<file path="config.mk">
export PLATFORM = sky130hd
export DESIGN_NAME = parallel_handshake_port
export DESIGN_NICKNAME = d
export VERILOG_FILES = /design/src/rtl/php_pkg.sv /design/src/rtl/pin_sync.sv /design/src/rtl/parallel_handshake_port.sv
export SDC_FILE = /design/constraint.sdc
export NUM_CORES = 1
export LEC_CHECK = 0
export ABC_AREA = 1
export BUFFER_PORTS_ARGS = -buffer_cell sky130_fd_sc_hd__buf_4
export CORE_MARGIN = 2
export CORE_UTILIZATION = 40
export DETAILED_ROUTE_END_ITERATION = 6
export GPL_ROUTABILITY_DRIVEN = 0
export HOLD_SLACK_MARGIN = 0.1
export PLACE_DENSITY = 0.69
export RECOVER_POWER = 100
export SLEW_MARGIN = 15
export SYNTH_ARGS = -nofsm -noshare
export SYNTH_HDL_FRONTEND = slang
export SYNTH_SLANG_ARGS = --single-unit
</file>
<file path="constraint.sdc">
create_clock -name clock -period 1.75 [get_ports clock]
set_clock_uncertainty 0.15 [all_clocks]
set_input_delay 0.35 -clock clock [delete_from_list [all_inputs] [get_ports clock]]
set_output_delay 0.35 -clock clock [all_outputs]
set_load 0.005 [all_outputs]
</file>
<file path="src/rtl/php_pkg.sv">
// shared constants and state types of the parallel handshake port
package php_pkg;

  // ************************************************************
  // widths and lane numbering
  // ************************************************************
  localparam int unsigned DATA_W    = 16;
  localparam int unsigned LANES     = 3;
  localparam int unsigned IRQ_W     = 7;
  localparam int unsigned LANE_LOW  = 0;
  localparam int unsigned LANE_HIGH = 1;
  localparam int unsigned LANE_WORD = 2;

  // ************************************************************
  // location offsets within the port block
  // ************************************************************
  localparam logic [1:0] ADDR_HIGH_DATA = 2'h0;
  localparam logic [1:0] ADDR_LOW_DATA  = 2'h1;
  localparam logic [1:0] ADDR_STATUS    = 2'h2;
  localparam logic [1:0] ADDR_MASK      = 2'h3;

  // ************************************************************
  // field positions of the control word
  // ************************************************************
  localparam int unsigned BIT_OE_LOWER12 = 15;
  localparam int unsigned BIT_OE_UPPER4  = 14;
  localparam int unsigned BIT_OUT_FREE0  = 11;
  localparam int unsigned BIT_IN_PRES0   = 8;
  localparam int unsigned STAT_OE_LOWER  = 7;
  localparam int unsigned STAT_OE_UPPER  = 6;
  localparam int unsigned LOWER_DRIVE_W  = 12;
  localparam int unsigned REROUTE_W      = 4;

  // ************************************************************
  // values after reset, and synchroniser depth
  // ************************************************************
  localparam logic [6:0]  MASK_RESET     = 7'h7f;
  localparam logic        OE_RESET       = 1'b0;
  localparam logic [15:0] DATA_RESET     = 16'h0000;
  localparam int unsigned SYNC_STAGES    = 3;

  // ************************************************************
  // handshake state machines, one-hot
  // ************************************************************
  typedef enum logic [2:0] {
    OUT_FREE  = 3'b001,
    OUT_READY = 3'b010,
    OUT_DRAIN = 3'b100
  } out_state_t;

  typedef enum logic [2:0] {
    IN_EMPTY   = 3'b001,
    IN_PRESENT = 3'b010,
    IN_ACKED   = 3'b100
  } in_state_t;

endpackage

</file>
<file path="src/rtl/pin_sync.sv">
// three-stage pin synchroniser with second/third stage agreement
`timescale 1ns/1ps
module pin_sync #(
  parameter int unsigned WIDTH = 1
) (
  input  wire logic             clock,  // core clock
  input  wire logic             rst_b,  // async reset, active low
  input  wire logic [WIDTH-1:0] raw,    // asynchronous pin levels
  output logic      [WIDTH-1:0] clean   // settled levels
);

  // ************************************************************
  // stages
  // ************************************************************
  logic [WIDTH-1:0] meta_ff;
  logic [WIDTH-1:0] mid_ff;
  logic [WIDTH-1:0] late_ff;
  logic [WIDTH-1:0] clean_ff;
  logic [WIDTH-1:0] nxt_clean;

  // a bit only moves once stages two and three agree, so a single
  // sampling glitch never reaches the handshake logic
  always_comb begin
    for (int i = 0; i < WIDTH; i++) begin
      nxt_clean[i] = (mid_ff[i] == late_ff[i]) ? late_ff[i] : clean_ff[i];
    end
  end

  // meta_ff feeds mid_ff and nothing else
  always_ff @(posedge clock or negedge rst_b) begin
    if (!rst_b) begin
      meta_ff  <= '0;
      mid_ff   <= '0;
      late_ff  <= '0;
      clean_ff <= '0;
    end else begin
      meta_ff  <= raw;
      mid_ff   <= meta_ff;
      late_ff  <= mid_ff;
      clean_ff <= nxt_clean;
    end
  end

  assign clean = clean_ff;

endmodule

</file>
<file path="src/rtl/parallel_handshake_port.sv">
// programmed 16-bit parallel output and input port with ready/ack handshakes
`timescale 1ns/1ps
module parallel_handshake_port (
  input  wire logic        clock,                 // core clock, 200 MHz
  input  wire logic        rst_b,                 // async reset, active low
  input  wire logic        cpu_wr,                // write cycle end, one-cycle pulse
  input  wire logic        cpu_rd,                // read cycle end, one-cycle pulse
  input  wire logic [1:0]  cpu_addr,              // location offset
  input  wire logic        cpu_word,              // 16-bit access
  input  wire logic [15:0] cpu_wdata,             // write data, byte in [7:0]
  output logic      [15:0] cpu_rdata,             // read data, registered
  output logic             cpu_rd_valid,          // read data valid pulse
  output logic      [15:0] out_data,              // output connector data, true
  output logic      [15:0] out_data_b,            // output connector data, complement
  output logic      [15:0] out_data_oe,           // output driver enables
  input  wire logic [3:0]  out_pin_in,            // top four output lines as seen, true
  input  wire logic [3:0]  out_pin_in_b,          // top four output lines, complement
  output logic             out_ready_low_byte,    // low byte ready, true
  output logic             out_ready_low_byte_b,  // low byte ready, complement
  output logic             out_ready_high_byte,   // high byte ready, true
  output logic             out_ready_high_byte_b, // high byte ready, complement
  output logic             out_ready_word,        // word ready, true
  output logic             out_ready_word_b,      // word ready, complement
  input  wire logic        out_ack_low_byte,      // low byte ack, true
  input  wire logic        out_ack_low_byte_b,    // low byte ack, complement
  input  wire logic        out_ack_high_byte,     // high byte ack, true
  input  wire logic        out_ack_high_byte_b,   // high byte ack, complement
  input  wire logic        out_ack_word,          // word ack, true
  input  wire logic        out_ack_word_b,        // word ack, complement
  input  wire logic [15:0] in_data,               // input connector data, true
  input  wire logic [15:0] in_data_b,             // input connector data, complement
  input  wire logic        in_ready_low_byte,     // low byte ready, true
  input  wire logic        in_ready_low_byte_b,   // low byte ready, complement
  input  wire logic        in_ready_high_byte,    // high byte ready, true
  input  wire logic        in_ready_high_byte_b,  // high byte ready, complement
  input  wire logic        in_ready_word,         // word ready, true
  input  wire logic        in_ready_word_b,       // word ready, complement
  output logic             in_ack_low_byte,       // low byte ack, true
  output logic             in_ack_low_byte_b,     // low byte ack, complement
  output logic             in_ack_high_byte,      // high byte ack, true
  output logic             in_ack_high_byte_b,    // high byte ack, complement
  output logic             in_ack_word,           // word ack, true
  output logic             in_ack_word_b,         // word ack, complement
  input  wire logic        input_reroute_jumper,  // reroute strap
  input  wire logic        dma_done_src,          // transfer done source level
  output logic      [6:0]  irq_request,           // unmasked request levels
  output logic      [15:0] port_control_word      // live control word view
);

  // ************************************************************
  // access decode
  // ************************************************************
  // one-hot lane of a data access; word only at the high offset
  function automatic logic [2:0] lane_of(input logic [1:0] addr, input logic word);
    logic [2:0] sel;
    sel = 3'h0;
    if (word) begin
      if (addr == php_pkg::ADDR_HIGH_DATA) sel[php_pkg::LANE_WORD] = 1'b1;
    end else if (addr == php_pkg::ADDR_HIGH_DATA) begin
      sel[php_pkg::LANE_HIGH] = 1'b1;
    end else if (addr == php_pkg::ADDR_LOW_DATA) begin
      sel[php_pkg::LANE_LOW] = 1'b1;
    end
    return sel;
  endfunction

  logic [2:0] wr_lane;
  logic [2:0] rd_lane;
  logic       ctl_access;

  assign wr_lane    = cpu_wr ? lane_of(cpu_addr, cpu_word) : 3'h0;
  assign rd_lane    = cpu_rd ? lane_of(cpu_addr, cpu_word) : 3'h0;
  assign ctl_access = cpu_word && (cpu_addr == php_pkg::ADDR_STATUS);

  // ************************************************************
  // receivers: true and complement must agree, then synchronise
  // ************************************************************
  logic [2:0]  ack_rx;
  logic [2:0]  rdy_rx;
  logic [15:0] din_rx;
  logic [3:0]  top_rx;
  logic [26:0] raw_bus;
  logic [26:0] clean_bus;
  logic [2:0]  ack_s;
  logic [2:0]  rdy_s;
  logic [15:0] din_s;
  logic [3:0]  top_s;
  logic        jumper_s;

  // a line counts as asserted only while its complement is low
  assign ack_rx  = {out_ack_word & ~out_ack_word_b, out_ack_high_byte & ~out_ack_high_byte_b,
                    out_ack_low_byte & ~out_ack_low_byte_b};
  assign rdy_rx  = {in_ready_word & ~in_ready_word_b, in_ready_high_byte & ~in_ready_high_byte_b,
                    in_ready_low_byte & ~in_ready_low_byte_b};
  assign din_rx  = in_data & ~in_data_b;
  assign top_rx  = out_pin_in & ~out_pin_in_b;
  assign raw_bus = {input_reroute_jumper, top_rx, din_rx, rdy_rx, ack_rx};

  pin_sync #(
    .WIDTH (27)
  ) u_sync (
    .clock (clock),
    .rst_b (rst_b),
    .raw   (raw_bus),
    .clean (clean_bus)
  );

  assign ack_s    = clean_bus[2:0];
  assign rdy_s    = clean_bus[5:3];
  assign din_s    = clean_bus[21:6];
  assign top_s    = clean_bus[25:22];
  assign jumper_s = clean_bus[26];

  // ************************************************************
  // output side: latch and per-lane ready handshake
  // ************************************************************
  php_pkg::out_state_t out_st_ff [3];
  php_pkg::out_state_t nxt_out_st [3];
  logic [15:0]         dout_ff;
  logic [15:0]         nxt_dout;
  logic [2:0]          out_free;
  logic [2:0]          out_strobe;

  // a write to a lane still in flight is dropped whole, so that lane's own
  // writes never change the lines under its pending strobe
  always_comb begin
    nxt_dout = dout_ff;
    for (int l = 0; l < 3; l++) begin
      nxt_out_st[l] = out_st_ff[l];
      case (out_st_ff[l])
        php_pkg::OUT_FREE: begin
          if (wr_lane[l]) nxt_out_st[l] = php_pkg::OUT_READY;
        end
        php_pkg::OUT_READY: begin
          if (ack_s[l]) nxt_out_st[l] = php_pkg::OUT_DRAIN;
        end
        php_pkg::OUT_DRAIN: begin
          if (!ack_s[l]) nxt_out_st[l] = php_pkg::OUT_FREE;
        end
        default: nxt_out_st[l] = php_pkg::OUT_FREE;
      endcase
    end
    if (wr_lane[php_pkg::LANE_WORD] && out_free[php_pkg::LANE_WORD]) begin
      nxt_dout = cpu_wdata;
    end else if (wr_lane[php_pkg::LANE_HIGH] && out_free[php_pkg::LANE_HIGH]) begin
      nxt_dout[15:8] = cpu_wdata[7:0];
    end else if (wr_lane[php_pkg::LANE_LOW] && out_free[php_pkg::LANE_LOW]) begin
      nxt_dout[7:0] = cpu_wdata[7:0];
    end
  end

  always_ff @(posedge clock or negedge rst_b) begin
    if (!rst_b) begin
      for (int l = 0; l < 3; l++) out_st_ff[l] <= php_pkg::OUT_FREE;
      dout_ff <= php_pkg::DATA_RESET;
    end else begin
      for (int l = 0; l < 3; l++) out_st_ff[l] <= nxt_out_st[l];
      dout_ff <= nxt_dout;
    end
  end

  generate
    for (genvar g = 0; g < 3; g++) begin : g_out_lane
      assign out_free[g]   = (out_st_ff[g] == php_pkg::OUT_FREE);
      assign out_strobe[g] = (out_st_ff[g] == php_pkg::OUT_READY);
    end
  endgenerate

  // ************************************************************
  // input side: per-lane present / acknowledge handshake
  // ************************************************************
  php_pkg::in_state_t in_st_ff [3];
  php_pkg::in_state_t nxt_in_st [3];
  logic [2:0]         in_present;
  logic [2:0]         in_acked;

  // a read of an empty lane returns the lines but raises no ack
  always_comb begin
    for (int l = 0; l < 3; l++) begin
      nxt_in_st[l] = in_st_ff[l];
      case (in_st_ff[l])
        php_pkg::IN_EMPTY: begin
          if (rdy_s[l]) nxt_in_st[l] = php_pkg::IN_PRESENT;
        end
        php_pkg::IN_PRESENT: begin
          if (rd_lane[l]) nxt_in_st[l] = php_pkg::IN_ACKED;
          else if (!rdy_s[l]) nxt_in_st[l] = php_pkg::IN_EMPTY;
        end
        php_pkg::IN_ACKED: begin
          if (!rdy_s[l]) nxt_in_st[l] = php_pkg::IN_EMPTY;
        end
        default: nxt_in_st[l] = php_pkg::IN_EMPTY;
      endcase
    end
  end

  always_ff @(posedge clock or negedge rst_b) begin
    if (!rst_b) begin
      for (int l = 0; l < 3; l++) in_st_ff[l] <= php_pkg::IN_EMPTY;
    end else begin
      for (int l = 0; l < 3; l++) in_st_ff[l] <= nxt_in_st[l];
    end
  end

  generate
    for (genvar g = 0; g < 3; g++) begin : g_in_lane
      assign in_present[g] = (in_st_ff[g] == php_pkg::IN_PRESENT);
      assign in_acked[g]   = (in_st_ff[g] == php_pkg::IN_ACKED);
    end
  endgenerate

  // ************************************************************
  // control word: enables, mask and read path
  // ************************************************************
  logic        oe_lower_ff;
  logic        oe_upper_ff;
  logic [6:0]  mask_ff;
  logic [15:0] rdata_ff;
  logic        rvalid_ff;
  logic        nxt_oe_lower;
  logic        nxt_oe_upper;
  logic [6:0]  nxt_mask;
  logic [15:0] nxt_rdata;
  logic [15:0] in_word;
  logic [7:0]  status_byte;

  // rerouting only swaps the low nibble source; without the jumper
  // the top output lines are never looked at
  assign in_word = jumper_s ? {din_s[15:4], top_s} : din_s;

  assign status_byte = {oe_lower_ff, oe_upper_ff, out_free, in_present};

  always_comb begin
    nxt_oe_lower = oe_lower_ff;
    nxt_oe_upper = oe_upper_ff;
    nxt_mask     = mask_ff;
    nxt_rdata    = rdata_ff;
    // only the two enables of the status byte take a write
    if (cpu_wr && ctl_access) begin
      nxt_oe_lower = cpu_wdata[php_pkg::BIT_OE_LOWER12];
      nxt_oe_upper = cpu_wdata[php_pkg::BIT_OE_UPPER4];
      nxt_mask     = cpu_wdata[6:0];
    end else if (cpu_wr && !cpu_word && cpu_addr == php_pkg::ADDR_STATUS) begin
      nxt_oe_lower = cpu_wdata[php_pkg::STAT_OE_LOWER];
      nxt_oe_upper = cpu_wdata[php_pkg::STAT_OE_UPPER];
    end else if (cpu_wr && !cpu_word && cpu_addr == php_pkg::ADDR_MASK) begin
      nxt_mask = cpu_wdata[6:0];
    end
    if (cpu_rd) begin
      nxt_rdata = 16'h0000;
      if (rd_lane[php_pkg::LANE_WORD]) nxt_rdata = in_word;
      else if (rd_lane[php_pkg::LANE_HIGH]) nxt_rdata[7:0] = in_word[15:8];
      else if (rd_lane[php_pkg::LANE_LOW]) nxt_rdata[7:0] = in_word[7:0];
      else if (ctl_access) nxt_rdata = {status_byte, 1'b0, mask_ff};
      else if (cpu_addr == php_pkg::ADDR_STATUS) nxt_rdata[7:0] = status_byte;
      else if (cpu_addr == php_pkg::ADDR_MASK) nxt_rdata[7:0] = {1'b0, mask_ff};
    end
  end

  always_ff @(posedge clock or negedge rst_b) begin
    if (!rst_b) begin
      oe_lower_ff <= php_pkg::OE_RESET;
      oe_upper_ff <= php_pkg::OE_RESET;
      mask_ff     <= php_pkg::MASK_RESET;
      rdata_ff    <= php_pkg::DATA_RESET;
      rvalid_ff   <= 1'b0;
    end else begin
      oe_lower_ff <= nxt_oe_lower;
      oe_upper_ff <= nxt_oe_upper;
      mask_ff     <= nxt_mask;
      rdata_ff    <= nxt_rdata;
      rvalid_ff   <= cpu_rd;
    end
  end

  // ************************************************************
  // pins, requests and views
  // ************************************************************
  // drivers stay off after reset until software enables them
  assign out_data_oe = {{4{oe_upper_ff}}, {12{oe_lower_ff}}};
  assign out_data    = dout_ff;
  assign out_data_b  = ~dout_ff;
  assign out_ready_low_byte    = out_strobe[php_pkg::LANE_LOW];
  assign out_ready_low_byte_b  = ~out_strobe[php_pkg::LANE_LOW];
  assign out_ready_high_byte   = out_strobe[php_pkg::LANE_HIGH];
  assign out_ready_high_byte_b = ~out_strobe[php_pkg::LANE_HIGH];
  assign out_ready_word        = out_strobe[php_pkg::LANE_WORD];
  assign out_ready_word_b      = ~out_strobe[php_pkg::LANE_WORD];
  assign in_ack_low_byte       = in_acked[php_pkg::LANE_LOW];
  assign in_ack_low_byte_b     = ~in_acked[php_pkg::LANE_LOW];
  assign in_ack_high_byte      = in_acked[php_pkg::LANE_HIGH];
  assign in_ack_high_byte_b    = ~in_acked[php_pkg::LANE_HIGH];
  assign in_ack_word           = in_acked[php_pkg::LANE_WORD];
  assign in_ack_word_b         = ~in_acked[php_pkg::LANE_WORD];
  assign irq_request  = {in_present, out_free, dma_done_src} & ~mask_ff;
  assign port_control_word = {status_byte, 1'b0, mask_ff};
  assign cpu_rdata    = rdata_ff;
  assign cpu_rd_valid = rvalid_ff;
endmodule

</file>
==> impl_metrics.yaml, run 1 <==
outcome:
  status: "finished with violations"
  violations: "negative setup slack"
global_route:
  grt.met1_usage_pct: 23.96
  grtUsageMet3_pct: 6.245
  antenna_found_initial: 0
  grtUsageTotal_pct: 19.76
  grt_pass1_vias: 5427
  grt_pass1_wl_mm: 27.12
  grt_busiest_layer: "met2"
  grt_use_met2_pct: 33.56
  grt_max_degree: 38
  grt.overflow.total: 0
clock_network:
  cts.sinks: 168
  cts_tree: "built"
  clkSlewWorstSetupHoldPaths_ns: 0.06
  cts-htree-levels: 4
  numCtsBuffers: 17
  cts_buffer_depth: 2
  clock_latency_ns: 0.43
  root_buffer: "clkbuf_16"
worst_setup_path:
  cp.required_ns: 1.25
  arrival_ns: 1.45
  crit_path_top_delay_cell: "dfstp_2"
  cp_max_fo: 2
  cp-end-kind: "primary output"
  crit_buf_inv: 3
  setup.worst_path.start_class: "flop"
  startpoint: "out_st_ff[0]$_DFFE_PN1P_"
  worstSetupPathType: "reg2out"
  slowest_delay_ns: 0.54
  path_delay_family: "flip-flops"
  reg2reg_from: "out_st_ff[0]$_DFFE_PN1P_"
  crit_chain: "inv_2, nor3_4, inv_1, nor2_1, buf_4"
timing:
  fmax_mhz: 512.9
  finalCritPeriodShare_pct: 111.4
  layout_setup_ws_ns: -0.1996
  relSlewSlack_pct: 41.66
  hold_ws_ns: 0.1954
  report.final.slew_viol_count: 0
  setup_violations: 45
  tightest_slew_ns: 0.8751
  tns_ns: -2.973
  hold_viol_final: 0
  grt_setup_unrepaired: "true"
  period_needed_ns: 1.950
finish:
  antenna_cells: 0
  fin_cells: 1175
  n_fill_cell: 1336
  multi_input_area_um2: 1903
  seqCellArea_um2: 4223
  syn_to_final_growth_pct: 49.00
  fin_util_pct: 61.52
  fin_nets: 1023
  layout-drive-gt1-share_pct: 32.64
drt:
  dr.pass1.iters: 5
  drc: 0
  postRouteAntennaNets: 0
  drt_wl_total_mm: 16.67
  drt-initial-drc-count: 260
  viasPerCell: 4.585
  wl_per_cell_um: 14.19
  vias: 5387
pwr:
  peakVddDrop_v: 0.0006772
  power_per_cell_area_nw_per_um2: 1115
  power_leakage_nw: 5.070
  finalPower_w: 0.01097
floorplan:
  die_w_um: 132.5
  initial_core_util_pct: 41.29
  dieArea_um2: 17560
  rows: 46
  ios: 177
  core_um2: 16000
  die_h_um: 132.5
logic_synthesis:
  yosysTopAreaCell: "dfrtp_1"
  synth_area_leaders: "dfrtp_1 (59%), nand2_1 (6.3%), inv_1 (5.9%), dfstp_2 (5.2%), maj3_1 (4.1%)"
  netlist_area_um2: 6606
  synthCells: 651
  ys.flop_type: "dfrtp_1"
  synthArstFlopShare_pct: 100.0
  synth-seq-area-share_pct: 63.88
  synth.distinct_cells: 34
  synth-edff-count: 0
  synth.avg_cell_area_um2: 10.15
  yosysTopAreaCellShare_pct: 58.71
  synth-seq-cells: 168
  yosysMostFrequentCell: "dfrtp_1"
  synth_common_cells: "dfrtp_1 (155), nand2_1 (110), inv_1 (104)"
  ys_warn_count: 0
  syn_nets: 728
placed_design:
  port_buffers: 175
  dp.cells: 1034
  dp_hpwl_mm: 11.39
min_path:
  hold_path_startpoint: "u_sync.meta_ff[22]$_DFF_PN0_"
  min_path_type: "reg2reg"
job:
  max_cap_viol_count: 0
==> final timing paths <==
check | slack, ns | depth (start not counted) | to
max | -0.20 | 5 | irq_request[3]
min | 0.20 | 0 | u_sync.mid_ff[22]$_DFF_PN0_
max reg2reg | 0.04 | 8 | out_data[14]$_DFFE_PN0P_
min reg2reg | 0.20 | 0 | u_sync.mid_ff[22]$_DFF_PN0_
max in group asynchronous | 0.13 | 3 | out_st_ff[3]$_DFFE_PN1P_
min in group asynchronous | 0.43 | 2 | u_sync.mid_ff[26]$_DFF_PN0_
==> layout by cell type, fill, tap and decap left out, drive strengths merged <==
| cell | instances |
|---|---|
| or2 | 2 |
| a31oi | 3 |
| clkbuf | 123 |
| bufbuf | 1 |
| nand3 | 47 |
| dlygate4sd3 | 72 |
| dfstp | 13 |
| o21ai | 23 |
| nor3 | 7 |
| nand4 | 7 |
| and2 | 1 |
| conb | 1 |
| nand2 | 124 |
| mux2 | 1 |
| o22ai | 4 |
| nor2 | 70 |
| clkinv | 5 |
| maj3 | 27 |
| o21bai | 1 |
| bufinv | 1 |
| buf | 126 |
| o211ai | 7 |
| inv | 114 |
| dfrtp | 155 |
| clkinvlp | 2 |
| a21oi | 22 |
==> where the power goes <==
group / total, W / leakage (nW) / internal [W] / switching, W
registers: 0.00477 / 2.15 / 0.00439 / 0.000385
logic: 0.00260 / 2.65 / 0.00141 / 0.00120
clock network: 0.00360 / 0.276 / 0.00200 / 0.00160
total: 0.0110 / 5.07 / 0.00779 / 0.00318
==> flip-flops by register name, summed over array words and instances (netlist names) <==
name            cells
cpu_rd_valid        1
cpu_rdata          16
in_st_ff            9
mask_ff             7
oe_lower_ff         1
oe_upper_ff         1
out_data           16
out_st_ff           9
u_sync.clean       27
u_sync.late_ff     27
u_sync.meta_ff     27
u_sync.mid_ff      27
==> stage by stage <==
stage | setup slack, ns | cell area, um^2
after detailed placement | 0.005427 | 8190
after CTS | -0.2729 | 9857
final | -0.1996 | 9843
after global routing | -0.2572 | 9843
after global placement | 0.09378 | 8190
after floorplan | 0.1416 | 6606
==> layer usage <==
metal  share of wire, %  up-vias
met2                 50      204
met5                  0        -
met1                 41     2536
met3                6.8       22
li1                   -     2625
met4                1.7        0
==> logic make-up after synthesis <==
| group | count (synthesis) | share of synthesized area, % |
|---|---|---|
| other | 1 | 0.05676 |
| AOI/OAI and AO/OA | 60 | 4.981 |
| buffers and inverters | 137 | 9.375 |
| DFF | 168 | 63.88 |
| muxes | 1 | 0.1704 |
| and+or+nand+nor | 257 | 17.44 |
| adders and majority gates | 27 | 4.091 |
==> repair_timing <==
item	in CTS	in global routing
setup buffers	29	8
hold endpoints to repair	207	0
hold buffers	72	0
pin swaps	11	9
resized for setup	59	23
gates cloned	0	1
endpoints found under the setup margin	44	41
==> final cells by class <==
class                   count  area share (%)
well taps                 216           2.746
multi-input cells         347           19.33
clock inverters            14           1.411
flip-flops and latches    168           42.90
repair buffers            304           25.00
inverters                 108           4.246
clock buffers              18           4.360
No activity file was read; power rests on OpenSTA's default activity.
==> inputs of run 2 (changes only) <==
--- a/config.mk
+++ b/config.mk
@@ -14,6 +14,7 @@
 export HOLD_SLACK_MARGIN = 0.1
 export PLACE_DENSITY = 0.69
 export RECOVER_POWER = 100
+export SKIP_LAST_GASP = 1
 export SLEW_MARGIN = 15
 export SYNTH_ARGS = -nofsm -noshare
 export SYNTH_HDL_FRONTEND = slang
==> run 2 against run 1 <==
  * The run still ends with negative setup slack left
  * Critical path depth did not move
  * Sequential power barely moved
  * Largest power group unchanged
  * Final area is 0.47% higher
  * Setup slack worse by 0.0028 ns
  * Count of clock-buffer cells in the layout stayed put
  * Utilization increased by 0.29 points
  * Clock power about the same
==> impl_metrics.yaml, run 2 (synthesized netlist as in run 1, its figures left out) <==
timing:
  tightest_slew_ns: 0.8762
  grt_setup_unrepaired: "true"
  hold_viol_final: 0
  hold_ws_ns: 0.1948
  tns_ns: -2.538
  layout_setup_ws_ns: -0.2024
  finalCritPeriodShare_pct: 111.6
  period_needed_ns: 1.952
  report.final.slew_viol_count: 0
  fmax_mhz: 512.2
  setup_violations: 39
  relSlewSlack_pct: 41.59
placed_design:
  dp.cells: 1034
  port_buffers: 175
  post-place-ws_ns: 0.005427
  dp_hpwl_mm: 11.39
outcome:
  violations: "negative setup slack"
  status: "finished with violations"
finish:
  final_common_cell: "dfrtp_1"
  syn_to_final_growth_pct: 49.70
  seqCellArea_um2: 4223
  layout_common_cells: "dfrtp_1 (153), buf_4 (111), nand2_1 (107)"
  antenna_cells: 0
  layout-drive-gt1-share_pct: 32.71
  multi_input_area_um2: 1922
  fin_cells: 1179
  n_fill_cell: 1332
  fin_nets: 1027
worst_setup_path:
  crit_chain: "inv_2, nor3_4, inv_1, nor2_1, buf_4"
  crit_buf_inv: 3
  crit_path_top_delay_cell: "dfstp_2"
  cp.required_ns: 1.25
  path_delay_family: "flip-flops"
  cp_max_fo: 2
  arrival_ns: 1.45
  cp-end-kind: "primary output"
  slowest_delay_ns: 0.54
  setup.worst_path.start_class: "flop"
  worstSetupPathType: "reg2out"
pwr:
  power_leakage_nw: 5.097
  power_per_cell_area_nw_per_um2: 1111
  finalPower_w: 0.01099
  peakVddDrop_v: 0.0006857
global_route:
  grt_max_degree: 38
  antenna_found_initial: 0
  grt_pass1_wl_mm: 27.05
  grt_busiest_layer: "met2"
  grt_use_met2_pct: 33.42
  grt.met1_usage_pct: 23.86
  grtUsageTotal_pct: 19.71
  grtUsageMet3_pct: 6.360
  grt_pass1_vias: 5403
  grt.overflow.total: 0
drt:
  viasPerCell: 4.590
  drc: 0
  dr.pass1.iters: 5
  drt_wl_total_mm: 16.73
  wl_per_cell_um: 14.19
  drt-initial-drc-count: 221
  postRouteAntennaNets: 0
  vias: 5412
floorplan:
  ios: 177
  initial_core_util_pct: 41.29
  dieArea_um2: 17560
  die_h_um: 132.5
  die_w_um: 132.5
  rows: 46
  core_um2: 16000
clock_network:
  cts.sinks: 168
  root_buffer: "clkbuf_16"
  clock_latency_ns: 0.43
  cts_tree: "built"
  cts_buffer_depth: 2
  numCtsBuffers: 17
  cts-htree-levels: 4
  clkSlewWorstSetupHoldPaths_ns: 0.06
job:
  max_cap_viol_count: 0
min_path:
  min_path_type: "reg2reg"
==> run 2: power breakdown <==
group	total [W]	internal (W)	switching [W]
clock network	0.00360	0.00200	0.00161
registers	0.00477	0.00439	0.000383
logic	0.00262	0.00141	0.00120
total	0.0110	0.00780	0.00319
==> run 2: layer usage <==
| layer | wire length, um | part of all wire (%) |
|---|---|---|
| met1 | 6882 | 41 |
| met2 | 8383 | 50 |
| met3 | 1149 | 6.9 |
| met4 | 312 | 1.9 |
| met5 | 0 | 0 |
==> run 2: path summary, 6_finish.rpt <==
check / depth (start not counted) / slack, ns / from / endpoint
min in group asynchronous: 2 / 0.43 / rst_b / u_sync.meta_ff[15]$_DFF_PN0_
worst min-delay path: 0 / 0.19 / u_sync.meta_ff[22]$_DFF_PN0_ / u_sync.mid_ff[22]$_DFF_PN0_
worst min register to register: 0 / 0.19 / u_sync.meta_ff[22]$_DFF_PN0_ / u_sync.mid_ff[22]$_DFF_PN0_
max in group asynchronous: 3 / 0.13 / rst_b / out_st_ff[3]$_DFFE_PN1P_
worst max-delay path: 5 / -0.20 / out_st_ff[0]$_DFFE_PN1P_ / irq_request[3]
worst max register to register: 8 / 0.02 / out_st_ff[0]$_DFFE_PN1P_ / out_data[5]$_DFFE_PN0P_
==> run 2: repair_timing <==
item | CTS | global route
gates resized for setup | 51 | 26
setup buffers | 29 | 12
hold buffers | 72 | 0
gates cloned | 0 | 1
endpoints found under the hold margin | 207 | 0
setup endpoints to repair | 44 | 41
pin swaps | 10 | 11
==> run 2: metrics by stage <==
step,area (um^2),utilization [%]
floorplan,6606,-
global placement,8190,51.19
detailed placement,8190,51.19
CTS,9832,61.45
global route,9889,61.81
finish,9889,61.81
==> run 2: cell type report <==
cell class                      instances  area share [%]
Tap cell                              216           2.733
Timing Repair Buffer                  308           25.13
Inverter                              108           4.264
Clock inverter                         14           1.404
Sequential cell                       168           42.70
Clock buffer                           18           4.340
Multi-Input combinational cell        347           19.43
==> inputs of run 3 (changes only) <==
--- a/config.mk
+++ b/config.mk
@@ -5,14 +5,13 @@
 export SDC_FILE = /design/constraint.sdc
 export NUM_CORES = 1
 export LEC_CHECK = 0
-export ABC_AREA = 1
 export BUFFER_PORTS_ARGS = -buffer_cell sky130_fd_sc_hd__buf_4
 export CORE_MARGIN = 2
 export CORE_UTILIZATION = 40
 export DETAILED_ROUTE_END_ITERATION = 6
 export GPL_ROUTABILITY_DRIVEN = 0
 export HOLD_SLACK_MARGIN = 0.1
-export PLACE_DENSITY = 0.69
+export PLACE_DENSITY = 0.7
 export RECOVER_POWER = 100
 export SKIP_LAST_GASP = 1
 export SLEW_MARGIN = 15
==> run 3 against run 2 <==
  * The flow still finishes with violations (negative setup slack)
  * First-iteration DRC count up 5.9%
  * Sequential power shrank 4.8%
  * Wire length is 1.8% lower
  * Maximum frequency is 5.7% lower
  * Total power down 8.0%
  * Critical path depth unchanged
  * Final cell count decreased by 12%
  * Die area fell by 2.7%
  * Non-clock buffer count is 15 higher
  * Register-to-register slack got worse by 0.11 ns
  * Largest power group unchanged
==> impl_metrics.yaml, run 3 <==
worst_setup_path:
  cp-end-kind: "primary output"
  worstSetupPathType: "reg2out"
  cp_max_fo: 2
  cp.required_ns: 1.25
  setup.worst_path.start_class: "flop"
  arrival_ns: 1.57
  reg2reg_depth: 6
min_path:
  holdPathStages: 4
  min_path_type: "in2reg"
drt:
  drt-initial-drc-count: 234
  viasPerCell: 4.779
  drc: 0
  wl_per_cell_um: 15.83
  drt_wl_total_mm: 16.42
  postRouteAntennaNets: 0
  dr.pass1.iters: 4
  vias: 4956
global_route:
  grt_max_degree: 43
  grt_pass1_wl_mm: 24.83
  grt.overflow.total: 0
  grtUsageTotal_pct: 19.32
  grt_pass1_vias: 4989
  antenna_found_initial: 0
finish:
  multi_input_area_um2: 2072
  antenna_cells: 0
  syn_to_final_growth_pct: 56.68
  layout-drive-gt1-share_pct: 42.75
  fin_util_pct: 63.78
  seqCellArea_um2: 4222
  final_common_cell: "buf_4"
  fin_nets: 885
  layout_common_cells: "buf_4 (199), dfrtp_1 (154), dlygate4sd3_1 (71)"
  n_fill_cell: 1226
logic_synthesis:
  synth-edff-count: 0
  netlist_area_um2: 6420
  synth.avg_cell_area_um2: 12.71
  synthArstFlopShare_pct: 100.0
  synth-seq-cells: 168
  synth_common_cells: "dfrtp_1 (155), nor2b_1 (33), inv_1 (29)"
  syn_nets: 582
  yosysTopAreaCellShare_pct: 60.42
  synth.distinct_cells: 46
  ys_warn_count: 0
  yosysMostFrequentCell: "dfrtp_1"
  synthCells: 505
  ys.flop_type: "dfrtp_1"
  yosysTopAreaCell: "dfrtp_1"
  synth_area_leaders: "dfrtp_1 (60%), dfstp_2 (5.3%), maj3_1 (4.2%), mux2_2 (3.3%), nor2b_1 (3.2%)"
  synth-seq-area-share_pct: 65.74
timing:
  tightest_slew_ns: 0.8078
  hold_viol_final: 0
  tns_ns: -4.662
  layout_setup_ws_ns: -0.3193
  report.final.slew_viol_count: 0
  grt_setup_unrepaired: "true"
  period_needed_ns: 2.069
  hold_ws_ns: 0.1814
  setup_violations: 39
  relSlewSlack_pct: 46.15
  finalCritPeriodShare_pct: 118.2
  fmax_mhz: 483.2
outcome:
  violations: "negative setup slack"
  status: "finished with violations"
floorplan:
  rows: 46
  die_w_um: 130.7
  ios: 177
  die_h_um: 130.7
  initial_core_util_pct: 40.71
  core_um2: 15770
  dieArea_um2: 17080
pwr:
  power_leakage_nw: 4.803
  power_per_cell_area_nw_per_um2: 1004
  finalPower_w: 0.01010
  peakVddDrop_v: 0.0006957
job:
  max_cap_viol_count: 0
clock_network:
  numCtsBuffers: 17
  cts-htree-levels: 4
  clkSlewWorstSetupHoldPaths_ns: 0.07
  clock_latency_ns: 0.42
  cts.sinks: 168
  root_buffer: "clkbuf_16"
  cts_tree: "built"
  cts_buffer_depth: 2
placed_design:
  dp_hpwl_mm: 10.74
  port_buffers: 175
[run 3: cell types whose count changed after synthesis, moves of 9 or more]
cell / delta
nand2_1: -88
inv_1: -75
nand3_1: -41
nor2_1: -40
nor2b_1: +33
mux2_2: +18
a22oi_1: +16
nand2_2: -11
o21ai_1: -10
nor3b_1: +9
[run 3: worst paths after layout]
| check | start | end | slack [ns] |
|---|---|---|---|
| min | cpu_wr | out_st_ff[0]$_DFFE_PN1P_ | 0.18 |
| max in group asynchronous | rst_b | mask_ff[5]$_DFFE_PN1P_ | 0.16 |
| max | out_st_ff[6]$_DFFE_PN1P_ | irq_request[1] | -0.32 |
| min in group asynchronous | rst_b | u_sync.mid_ff[26]$_DFF_PN0_ | 0.40 |
| max reg2reg | out_st_ff[6]$_DFFE_PN1P_ | out_data[0]$_DFFE_PN0P_ | -0.09 |
| min reg2reg | u_sync.meta_ff[26]$_DFF_PN0_ | u_sync.mid_ff[26]$_DFF_PN0_ | 0.19 |
[run 3: cells by family after synthesis]
logic type      count (synthesis)  share of synthesized area, %
compound gates                 84                         8.595
xor+xnor                        4                        0.5458
fa+ha+maj                      27                         4.210
buf+inv                        68                         5.340
flops                         168                         65.74
mux                            27                         4.580
other cells                     1                       0.05841
simple gates                  126                         10.93
[run 3: power breakdown]
| group | internal, W | switching (W) |
|---|---|---|
| Sequential | 0.00424 | 0.000296 |
| Clock | 0.00229 | 0.00159 |
| Combinational | 0.00104 | 0.000644 |
[run 3: timing repair]
action,CTS,global route
gates resized for setup,52,28
setup buffers,21,15
cloned,1,0
setup endpoints to repair,37,49
endpoints found under the hold margin,207,0
pin swaps,8,10
hold buffers,71,0
[run 3: critical path: stages, from the launching register on]
cell and delay [ns]:
dfstp_2 0.54, nand2b_1 0.08, or2_4 0.24, buf_6 0.13
nor2_4 0.07, buf_6 0.09
[run 3: cell type report]
type | instances | share of cell area (%)
sequential | 168 | 41.97
timing repair buffer | 323 | 27.48
multi-input combinational | 269 | 20.60
clock buffer | 18 | 4.267
tap | 216 | 2.687
clock inverter | 14 | 1.841
inverter | 29 | 1.157
[run 3: through the flow]
step | area, um^2 | instances | setup WS (ns)
3_5_place_dp | 8184 | 897 | -0.05891
2_1_floorplan | 6474 | 505 | -0.08827
6_report | 10060 | 1037 | -0.3193
3_3_place_gp | 8184 | 897 | -0.04067
4_1_cts | 9887 | 1022 | -0.3384
5_1_grt | 10060 | 1037 | -0.3773
[run 3: per-layer routing]
metal / GRT usage, % / wire length [um] / vias to the layer above
met3: 6.555 / 1100 / 34
met2: 33.43 / 8455 / 172
met4: 8.010 / 432 / 0
li1: - / - / 2319
met1: 22.00 / 6432 / 2431
met5: 0 / 0 / -
